File: config.mk
export PLATFORM = sky130hd
export DESIGN_NAME = t8p_timer
export DESIGN_NICKNAME = d
export VERILOG_FILES = /design/src/shared/t8p_pkg.sv /design/src/verilog/t8p_prescaler.sv /design/src/verilog/t8p_timer.sv /design/src/verilog/t8p_wavegen.sv
export SDC_FILE = /design/constraint.sdc
export NUM_CORES = 1
export LEC_CHECK = 0
export BUFFER_PORTS_ARGS = -buffer_cell sky130_fd_sc_hd__buf_2
export CAP_MARGIN = 5
export CORE_ASPECT_RATIO = 1.1
export CORE_UTILIZATION = 55
export CTS_CLUSTER_DIAMETER = 80
export CTS_CLUSTER_SIZE = 40
export DETAILED_ROUTE_END_ITERATION = 12
export PLACE_DENSITY = 0.84
export SYNTH_ARGS = -nofsm -noshare
export SYNTH_HDL_FRONTEND = slang
export SYNTH_HIERARCHICAL = 1
export SYNTH_SLANG_ARGS = --single-unit
File: constraint.sdc
create_clock -name clk_sys -period 8.85 [get_ports clk_sys]
set_input_delay 0.885 -clock clk_sys [delete_from_list [all_inputs] [get_ports clk_sys]]
set_output_delay 0.885 -clock clk_sys [all_outputs]
set_load 0.005 [all_outputs]
File: src/shared/t8p_pkg.sv
// constants and types shared by the 8-bit timer design
package t8p_pkg;

  typedef logic [1:0] t8p_mode_t;
  typedef logic [1:0] t8p_action_t;
  typedef logic [2:0] t8p_clk_sel_t;
  typedef logic [7:0] t8p_count_t;

  // waveform mode encodings
  localparam t8p_mode_t T8P_WAVE_NORMAL = 2'h0;
  localparam t8p_mode_t T8P_WAVE_PHASE  = 2'h1;
  localparam t8p_mode_t T8P_WAVE_CLEAR  = 2'h2;
  localparam t8p_mode_t T8P_WAVE_FAST   = 2'h3;

  // output action encodings
  localparam t8p_action_t T8P_ACT_NONE   = 2'h0;
  localparam t8p_action_t T8P_ACT_TOGGLE = 2'h1;
  localparam t8p_action_t T8P_ACT_CLEAR  = 2'h2;
  localparam t8p_action_t T8P_ACT_SET    = 2'h3;

  // clock select encodings
  localparam t8p_clk_sel_t T8P_CS_STOP = 3'h0;
  localparam t8p_clk_sel_t T8P_CS_1    = 3'h1;
  localparam t8p_clk_sel_t T8P_CS_8    = 3'h2;
  localparam t8p_clk_sel_t T8P_CS_32   = 3'h3;
  localparam t8p_clk_sel_t T8P_CS_64   = 3'h4;
  localparam t8p_clk_sel_t T8P_CS_128  = 3'h5;
  localparam t8p_clk_sel_t T8P_CS_256  = 3'h6;
  localparam t8p_clk_sel_t T8P_CS_1024 = 3'h7;

  // prescaler
  localparam int          T8P_PRE_W   = 10;
  localparam logic [9:0]  T8P_PRE_RST = 10'h000;
  localparam logic [9:0]  T8P_MASK_8    = 10'h007;
  localparam logic [9:0]  T8P_MASK_32   = 10'h01F;
  localparam logic [9:0]  T8P_MASK_64   = 10'h03F;
  localparam logic [9:0]  T8P_MASK_128  = 10'h07F;
  localparam logic [9:0]  T8P_MASK_256  = 10'h0FF;
  localparam logic [9:0]  T8P_MASK_1024 = 10'h3FF;

  // counter limits and reset values
  localparam t8p_count_t T8P_CNT_MAX    = 8'hFF;
  localparam t8p_count_t T8P_CNT_BOTTOM = 8'h00;
  localparam t8p_count_t T8P_CNT_RST    = 8'h00;
  localparam t8p_count_t T8P_CMP_RST    = 8'h00;
  localparam t8p_count_t T8P_CNT_STEP   = 8'h01;
  localparam logic       T8P_FLAG_RST   = 1'b0;
  localparam logic       T8P_OUT_RST    = 1'b0;

endpackage

File: src/verilog/t8p_prescaler.sv
// timer clock enable divider from the system clock
`timescale 1ns/1ps
module t8p_prescaler
  import t8p_pkg::*;
(
  input  wire logic          clk_sys,
  input  wire logic          rst_b,
  input  wire t8p_clk_sel_t  clock_select,
  output logic               timer_tick
);

  logic [T8P_PRE_W-1:0] div_q;
  logic [T8P_PRE_W-1:0] div_d;
  logic [T8P_PRE_W-1:0] mask;

  always_comb begin
    div_d = div_q + 10'h001;
    mask  = T8P_MASK_1024;
    case (clock_select)
      T8P_CS_8:   mask = T8P_MASK_8;
      T8P_CS_32:  mask = T8P_MASK_32;
      T8P_CS_64:  mask = T8P_MASK_64;
      T8P_CS_128: mask = T8P_MASK_128;
      T8P_CS_256: mask = T8P_MASK_256;
      default:    mask = T8P_MASK_1024;
    endcase
    // one-cycle enable per divided period
    if (clock_select == T8P_CS_STOP) begin
      timer_tick = 1'b0;
    end else if (clock_select == T8P_CS_1) begin
      timer_tick = 1'b1;
    end else begin
      timer_tick = ((div_q & mask) == mask);
    end
  end

  always_ff @(posedge clk_sys) begin
    if (!rst_b) begin
      div_q <= T8P_PRE_RST;
    end else begin
      div_q <= div_d;
    end
  end

endmodule

File: src/verilog/t8p_timer.sv
// 8-bit timer with normal, clear-on-match and fast pwm modes
// How it works
// - mode picks sequence; action picks output only
// - mode 0 counts up, wraps FF to 00
// - normal overflow flag set as count becomes zero
// - counting only sets overflow; interrupt taken clears
// - normal mode accepts count writes anytime
// - mode 2 clears count on compare match
// - mode 2 compare writes direct; missed match wraps
// - mode 2 sets compare flag at top
// - mode 2 action 1 toggles output each match
// - mode 2 overflow flag set on FF to 00
// - timer enable divides by 1..1024
// - mode 3 counts bottom to max, then clears
// - fast pwm action 2 clears/sets, 3 inverts
// - fast pwm overflow flag set at max
// - compare bottom spikes; compare max holds level
// - fast pwm period is 256 timer cycles
// - fast pwm action 1 toggles, half duty
// - fast pwm compare register is double buffered
// - buffered compare loads only at top/bottom
// - count write blocks next timer cycle match
// - action 0 leaves output alone at match
`timescale 1ns/1ps
module t8p_timer
  import t8p_pkg::*;
(
  input  wire logic          clk_sys,
  input  wire logic          rst_b,
  input  wire t8p_mode_t     waveform_mode_sel,
  input  wire t8p_action_t   compare_output_action,
  input  wire t8p_clk_sel_t  clock_select,
  input  wire logic          count_wr_en,
  input  wire t8p_count_t    count_wr_data,
  input  wire logic          compare_wr_en,
  input  wire t8p_count_t    compare_wr_data,
  input  wire logic          force_compare,
  input  wire logic          overflow_ack,
  input  wire logic          compare_ack,
  input  wire logic          output_pin_direction,
  input  wire logic          port_level,
  output t8p_count_t         count_value,
  output t8p_count_t         compare_value,
  output t8p_count_t         compare_buffer,
  output logic               overflow_flag,
  output logic               compare_match_flag,
  output logic               compare_output,
  output logic               pin_out,
  output logic               pin_oe_n
);

  // pwm modes use the buffered compare path
  function automatic logic t8p_is_pwm(input t8p_mode_t m);
    t8p_is_pwm = (m == T8P_WAVE_FAST) || (m == T8P_WAVE_PHASE);
  endfunction

  // timer enable
  logic timer_tick;

  t8p_prescaler u_pre (
    .clk_sys      (clk_sys),
    .rst_b        (rst_b),
    .clock_select (clock_select),
    .timer_tick   (timer_tick)
  );

  // counter state
  t8p_count_t cnt_q;
  t8p_count_t cnt_d;
  logic       block_q;
  logic       block_d;

  // compare state
  t8p_count_t ocr_q;
  t8p_count_t ocr_d;
  t8p_count_t buf_q;
  t8p_count_t buf_d;

  // flag state
  logic ovf_q;
  logic ovf_d;
  logic cmf_q;
  logic cmf_d;

  // output state
  logic oc_q;
  logic oc_d;
  logic pin_q;
  logic pin_d;
  logic oe_n_q;
  logic oe_n_d;

  // events
  logic at_max;
  logic equal;
  logic match_evt;
  logic wrap_evt;
  logic bottom_evt;
  logic force_evt;
  logic pwm_mode;

  always_comb begin
    pwm_mode = t8p_is_pwm(waveform_mode_sel);
    at_max   = (cnt_q == T8P_CNT_MAX);
    equal    = (cnt_q == ocr_q);
    // match only on an enable not blocked by a count write
    match_evt = timer_tick && equal && !block_q;
    // counter leaves max for bottom
    wrap_evt = timer_tick && at_max && !count_wr_en;
    bottom_evt = wrap_evt && (waveform_mode_sel == T8P_WAVE_FAST);
    // force only acts outside pwm modes
    force_evt = force_compare && !pwm_mode;
  end

  // count sequence
  always_comb begin
    cnt_d = cnt_q;
    if (count_wr_en) begin
      cnt_d = count_wr_data;
    end else if (timer_tick) begin
      case (waveform_mode_sel)
        T8P_WAVE_CLEAR: begin
          if (match_evt) begin
            cnt_d = T8P_CNT_BOTTOM;
          end else begin
            // missed top runs on through max and wraps
            cnt_d = cnt_q + T8P_CNT_STEP;
          end
        end
        T8P_WAVE_FAST: begin
          if (at_max) begin
            cnt_d = T8P_CNT_BOTTOM;
          end else begin
            cnt_d = cnt_q + T8P_CNT_STEP;
          end
        end
        default: begin
          cnt_d = cnt_q + T8P_CNT_STEP;
        end
      endcase
    end
  end

  // match blocking after a count write
  always_comb begin
    block_d = block_q;
    if (count_wr_en) begin
      block_d = 1'b1;
    end else if (timer_tick) begin
      block_d = 1'b0;
    end
  end

  always_ff @(posedge clk_sys) begin
    if (!rst_b) begin
      cnt_q   <= T8P_CNT_RST;
      block_q <= 1'b0;
    end else begin
      cnt_q   <= cnt_d;
      block_q <= block_d;
    end
  end

  // compare register and its buffer
  always_comb begin
    ocr_d = ocr_q;
    buf_d = buf_q;
    if (compare_wr_en) begin
      buf_d = compare_wr_data;
    end
    if (pwm_mode) begin
      // buffered value moves over at the wrap only
      if (wrap_evt) begin
        ocr_d = buf_q;
      end
    end else begin
      if (compare_wr_en) begin
        ocr_d = compare_wr_data;
      end else begin
        ocr_d = buf_q;
      end
    end
  end

  always_ff @(posedge clk_sys) begin
    if (!rst_b) begin
      ocr_q <= T8P_CMP_RST;
      buf_q <= T8P_CMP_RST;
    end else begin
      ocr_q <= ocr_d;
      buf_q <= buf_d;
    end
  end

  // sticky flags, a set beats a clear in the same cycle
  always_comb begin
    ovf_d = ovf_q;
    cmf_d = cmf_q;
    if (overflow_ack) begin
      ovf_d = 1'b0;
    end
    if (wrap_evt) begin
      ovf_d = 1'b1;
    end
    if (compare_ack) begin
      cmf_d = 1'b0;
    end
    if (match_evt) begin
      cmf_d = 1'b1;
    end
  end

  always_ff @(posedge clk_sys) begin
    if (!rst_b) begin
      ovf_q <= T8P_FLAG_RST;
      cmf_q <= T8P_FLAG_RST;
    end else begin
      ovf_q <= ovf_d;
      cmf_q <= cmf_d;
    end
  end

  // waveform generator
  t8p_wavegen u_wave (
    .waveform_mode_sel     (waveform_mode_sel),
    .compare_output_action (compare_output_action),
    .match_evt             (match_evt),
    .bottom_evt            (bottom_evt),
    .force_evt             (force_evt),
    .level_now             (oc_q),
    .level_next            (oc_d)
  );

  // pin override and direction
  always_comb begin
    if (compare_output_action != T8P_ACT_NONE) begin
      pin_d = oc_d;
    end else begin
      pin_d = port_level;
    end
    // pin drives only when software made it an output
    oe_n_d = !output_pin_direction;
  end

  always_ff @(posedge clk_sys) begin
    if (!rst_b) begin
      oc_q   <= T8P_OUT_RST;
      pin_q  <= T8P_OUT_RST;
      oe_n_q <= 1'b1;
    end else begin
      oc_q   <= oc_d;
      pin_q  <= pin_d;
      oe_n_q <= oe_n_d;
    end
  end

  // outputs
  assign count_value        = cnt_q;
  assign compare_value      = ocr_q;
  assign compare_buffer     = buf_q;
  assign overflow_flag      = ovf_q;
  assign compare_match_flag = cmf_q;
  assign compare_output     = oc_q;
  assign pin_out            = pin_q;
  assign pin_oe_n           = oe_n_q;

endmodule

File: src/verilog/t8p_wavegen.sv
// next compare output level from match, bottom and force events
`timescale 1ns/1ps
module t8p_wavegen
  import t8p_pkg::*;
(
  input  wire t8p_mode_t    waveform_mode_sel,
  input  wire t8p_action_t  compare_output_action,
  input  wire logic         match_evt,
  input  wire logic         bottom_evt,
  input  wire logic         force_evt,
  input  wire logic         level_now,
  output logic              level_next
);

  logic fire;

  always_comb begin
    level_next = level_now;
    fire       = match_evt || force_evt;
    if (waveform_mode_sel == T8P_WAVE_FAST) begin
      case (compare_output_action)
        T8P_ACT_TOGGLE: begin
          if (match_evt) begin
            level_next = ~level_now;
          end
        end
        T8P_ACT_CLEAR: begin
          // bottom wins so a top compare gives a steady level
          if (bottom_evt) begin
            level_next = 1'b1;
          end else if (match_evt) begin
            level_next = 1'b0;
          end
        end
        T8P_ACT_SET: begin
          if (bottom_evt) begin
            level_next = 1'b0;
          end else if (match_evt) begin
            level_next = 1'b1;
          end
        end
        default: level_next = level_now;
      endcase
    end else if (fire) begin
      case (compare_output_action)
        T8P_ACT_TOGGLE: level_next = ~level_now;
        T8P_ACT_CLEAR:  level_next = 1'b0;
        T8P_ACT_SET:    level_next = 1'b1;
        default:        level_next = level_now;
      endcase
    end
  end

endmodule
==> parameters.txt <==
Parameter                              Value

Floorplan
  Height of the die ... between 60 and 70 um
  Number of core rows ... 23
  Core region area ... 0.003626 mm2
  IO Count ... 61
  Starting density of the core ... 57.59%
  Die span in x ... 60.75 um
  Die Area ... slightly above 0.004 mm2

Synthesis
  Most repeated cell in the gate-level netlist after synthesis ... dfxtp_1
  Async S/R FF share, synth ... 0%
  Top-area cell type share of the netlist area ... about two fifths
  Count of warnings emitted by yosys ... 6
  Number of instances in the synthesized netlist ... between 200 and 250
  Count of cell types in the netlist ... 51
  Synthesized flop and latch total ... 40
  Library cell with the largest summed area after synthesis ... dfxtp_1
  Average size of a mapped cell ... 8.523 um2
  Most common flop cell mapped by yosys ... dfxtp_1
  Share of synthesized area occupied by flip-flops and latches ... between 30% and 40%
  Post-synthesis instance area ... ~0.0021 mm2
  Synthesized net count ... roughly 280
  Number of enable flip-flop cells after synthesis ... 0
  Largest cells by area after synthesis ... dfxtp_1 (38%), a21oi_1 (6.0%), nor2_1 (4.7%)
  Leading cell types by count after synthesis ... dfxtp_1 (40), nor2_1 (26), a21oi_1 (25), nand3_1 (15), nand2_1 (11)

Global routing
  Vias in the first global route ... around 1,800
  GRT Residual Overflow ... 0
  Initial antenna violation count ... 0
  Tot GR Track Use ... 25.10%
  Maximum number of pins on one net before global-route repair ... 30
  Wire length of the first global-routing pass ... ~7.6 mm

Finish
  Fraction of final layout cells sized beyond drive strength 1 ... roughly a quarter
  Number of filler cells placed in the layout ... 310
  Post-layout net count ... 336
  Core Util, Final ... around two thirds
  Antenna diodes ... 0
  Area growth, synth to finish ... 18.03%

STA
  Slew of the pin with the lowest slew margin ... between 0.7 and 0.8 ns
  Final Critical Period ... ~3.6 ns
  Setup_tns ... 0 ns
  Final hold violation count ... 0
  Fin crit share ... approximately two fifths
  Setup-violating endpoint count in the final report ... 0
  Max-slew violation total from the final report ... 0
  Max frequency ... ~280 MHz
  Setup Skew ... between 0.003 and 0.004 ns
  Relative max-transition margin ... between 50 and 60%
  Setup repair after global routing missed its margin ... false

Run status
  Status ... finished clean

Placement
  Count of input and output buffers ... 60
  Detail Placement HPWL ... ~3.5 mm
  Final Wtd Congestion ... roughly 0.86

Critical path
  Slowest-stage cell, CP ... a311o_1
  Crit path capture type ... register
  Delay of the slowest cell on the worst path ... ~0.30 ns
  Register-to-Register Path Depth ... 15
  Critical path start-end classification ... in -> reg
  Worst endpoint required time ... roughly 9.1 ns
  Data arrival, critical path ... approximately 3.8 ns
  Endpoint of the most critical register-to-register path ... pin_out
  Max Fanout on Critical Path ... 11
  Flop-to-flop setup slack ... ~5.4 ns
  Launch instance of the worst register-to-register path ... u_pre/div_q[0]
  Cell chain of the critical path ... buf_2 -> o21ba_2 -> a311o_1 -> a221oi_1 -> buf_4 -> or2b_1 -> nor3b_1 -> and4_2 -> inv_1 -> ha_1 -> o31ai_1 -> o21ai_0 -> a21oi_1 -> o21ai_0 -> a21oi_1
  Crit path launch type ... primary input

Clock tree
  TritonCTS clock tree ... yes
  CTS H-tree lvls ... 2
  Clock latency of the later-clocked register in the worst-skew pair ... 0.29 ns
  Clock Path Buffers ... 2
  Root buffer cell ... clkbuf_8
  Number of buffers created by CTS ... 5
  Clock transition at path regs ... about 0.070 ns
  Post-cts gate resize count ... 0
  Sink count of the clock tree ... 40
  Hold buffer count at cts ... 0
  # Post-CTS Setup Buffers ... 0

Worst hold path
  Critical hold path startpoint ... overflow_flag
  Endpoint of the worst hold-timing path ... overflow_flag
  Cell depth of the worst hold path ... 2
  HP Class ... reg -> reg

Power and ir drop
  Power per standard cell area ... approximately 150 mW/mm2
  Leak pwr ... 1.022 nW
  Worst vdd rail ir drop ... a little under 0.09 mV

Detailed routing
  Total wire length after detailed routing ... 4.836 mm
  Routed wire length per instance ... 13.82 um
  Detailed-route DRC error count ... 0
  Residual antenna-violating net count after detailed routing ... 0
  Vias post-DR ... 1,980
  Drt via density ... between 5 and 6
  1st-pass router iterations ... 4
  Number of DRC markers after the initial detailed-route iteration ... 135

Flow run
  Maximum Capacitance Violations ... 0
==> sequential cells by signal, summed over array words and instances, names as in the netlist <==
signal and cells:
pin_out 1, block_q 1, compare_buffer 8, pin_oe_n 1, compare_value 8, overflow_flag 1, compare_output 1, compare_match_flag 1
u_pre/div_q 10, count_value 8
==> stage by stage <==
step | setup WS (ns) | instances | total power [mW] | cell area, um2 | hold slack, ns
finish | 5.247 | 350 | 0.3635 | 2465 | 0.4724
global route | 4.992 | 350 | 0.3814 | 2465 | 0.5112
CTS | 5.305 | 350 | 0.3650 | 2465 | 0.4775
detailed placement | 5.025 | 343 | 0.2543 | 2387 | 0.4676
global placement | 5.089 | 343 | 0.2527 | 2387 | 0.4395
floorplan | 5.541 | 245 | 0.2329 | 2088 | 0.4288
==> worst max path at each step <==
stage	endpoint	startpoint	cells past startpoint
CTS	pin_out	clock_select[0]	15
finish	pin_out	clock_select[0]	15
global placement	pin_out	clock_select[0]	15
global route	pin_out	clock_select[0]	15
floorplan	pin_out	clock_select[0]	13
detailed placement	pin_out	clock_select[1]	15
==> worst max-delay path, delay by kind of cell <==
| family | cells | cell delay, ns |
|---|---|---|
| adder cells (fa/ha/maj) | 1 | 0.19 |
| AND/OR/NAND/NOR | 3 | 0.73 |
| AO/OA/AOI/OAI | 8 | 1.57 |
| buffers and inverters | 3 | 0.41 |
==> layout by cell type (no fill, tap or decap), drive strengths merged, types with 4 or more instances in the layout <==
| cell type | netlist | layout |
|---|---|---|
| a21oi | 25 | 25 |
| a31oi | 8 | 8 |
| and4 | 4 | 4 |
| buf | 9 | 61 |
| clkbuf | 4 | 6 |
| dfxtp | 40 | 40 |
| ha | 4 | 4 |
| inv | 9 | 9 |
| mux2i | 8 | 8 |
| nand2 | 11 | 11 |
| nand2b | 7 | 7 |
| nand3 | 16 | 16 |
| nand4 | 4 | 4 |
| nor2 | 26 | 26 |
| nor3b | 6 | 6 |
| o21ai | 8 | 8 |
| o32ai | 7 | 7 |
| or3 | 4 | 4 |
| xnor2 | 6 | 6 |
| xor2 | 7 | 7 |
==> per-layer routing <==
layer	vias to the layer above	part of all wire [%]	routed length [um]	track usage [%]
met2	48	50	2417	43.13
met3	4	4.9	236	6.602
met5	-	0	0	0
met4	0	0.91	44	9.375
li1	999	-	-	-
met1	929	44	2138	29.31
==> cell type report <==
class	instances	area [um2]	area share (%)
Clock buffer	6	72.57	2.944
Clock inverter	1	5.005	0.2030
Inverter	11	41.29	1.675
Multi-Input combinational cell	181	1175	47.67
Sequential cell	40	800.8	32.49
Tap cell	50	62.56	2.538
Timing Repair Buffer	61	307.8	12.49
==> power breakdown <==
group	internal, mW	switching [mW]	total, mW
logic	0.0255	0.0271	0.0526
registers	0.189	0.00978	0.199
clock network	0.0536	0.0588	0.112
total	0.268	0.0957	0.364
==> cell families after synthesis <==
logic type                 after synthesis  synth area share [%]
xor gates and xnor gates                13                 5.452
AOI/OAI and AO/OA                       63                 19.83
adders and majority gates                4                 2.397
and+or+nand+nor                         93                 24.75
muxes                                    8                 3.835
buffers and inverters                   24                 5.392
DFF                                     40                 38.35
(Power assumes the default switching activity.)
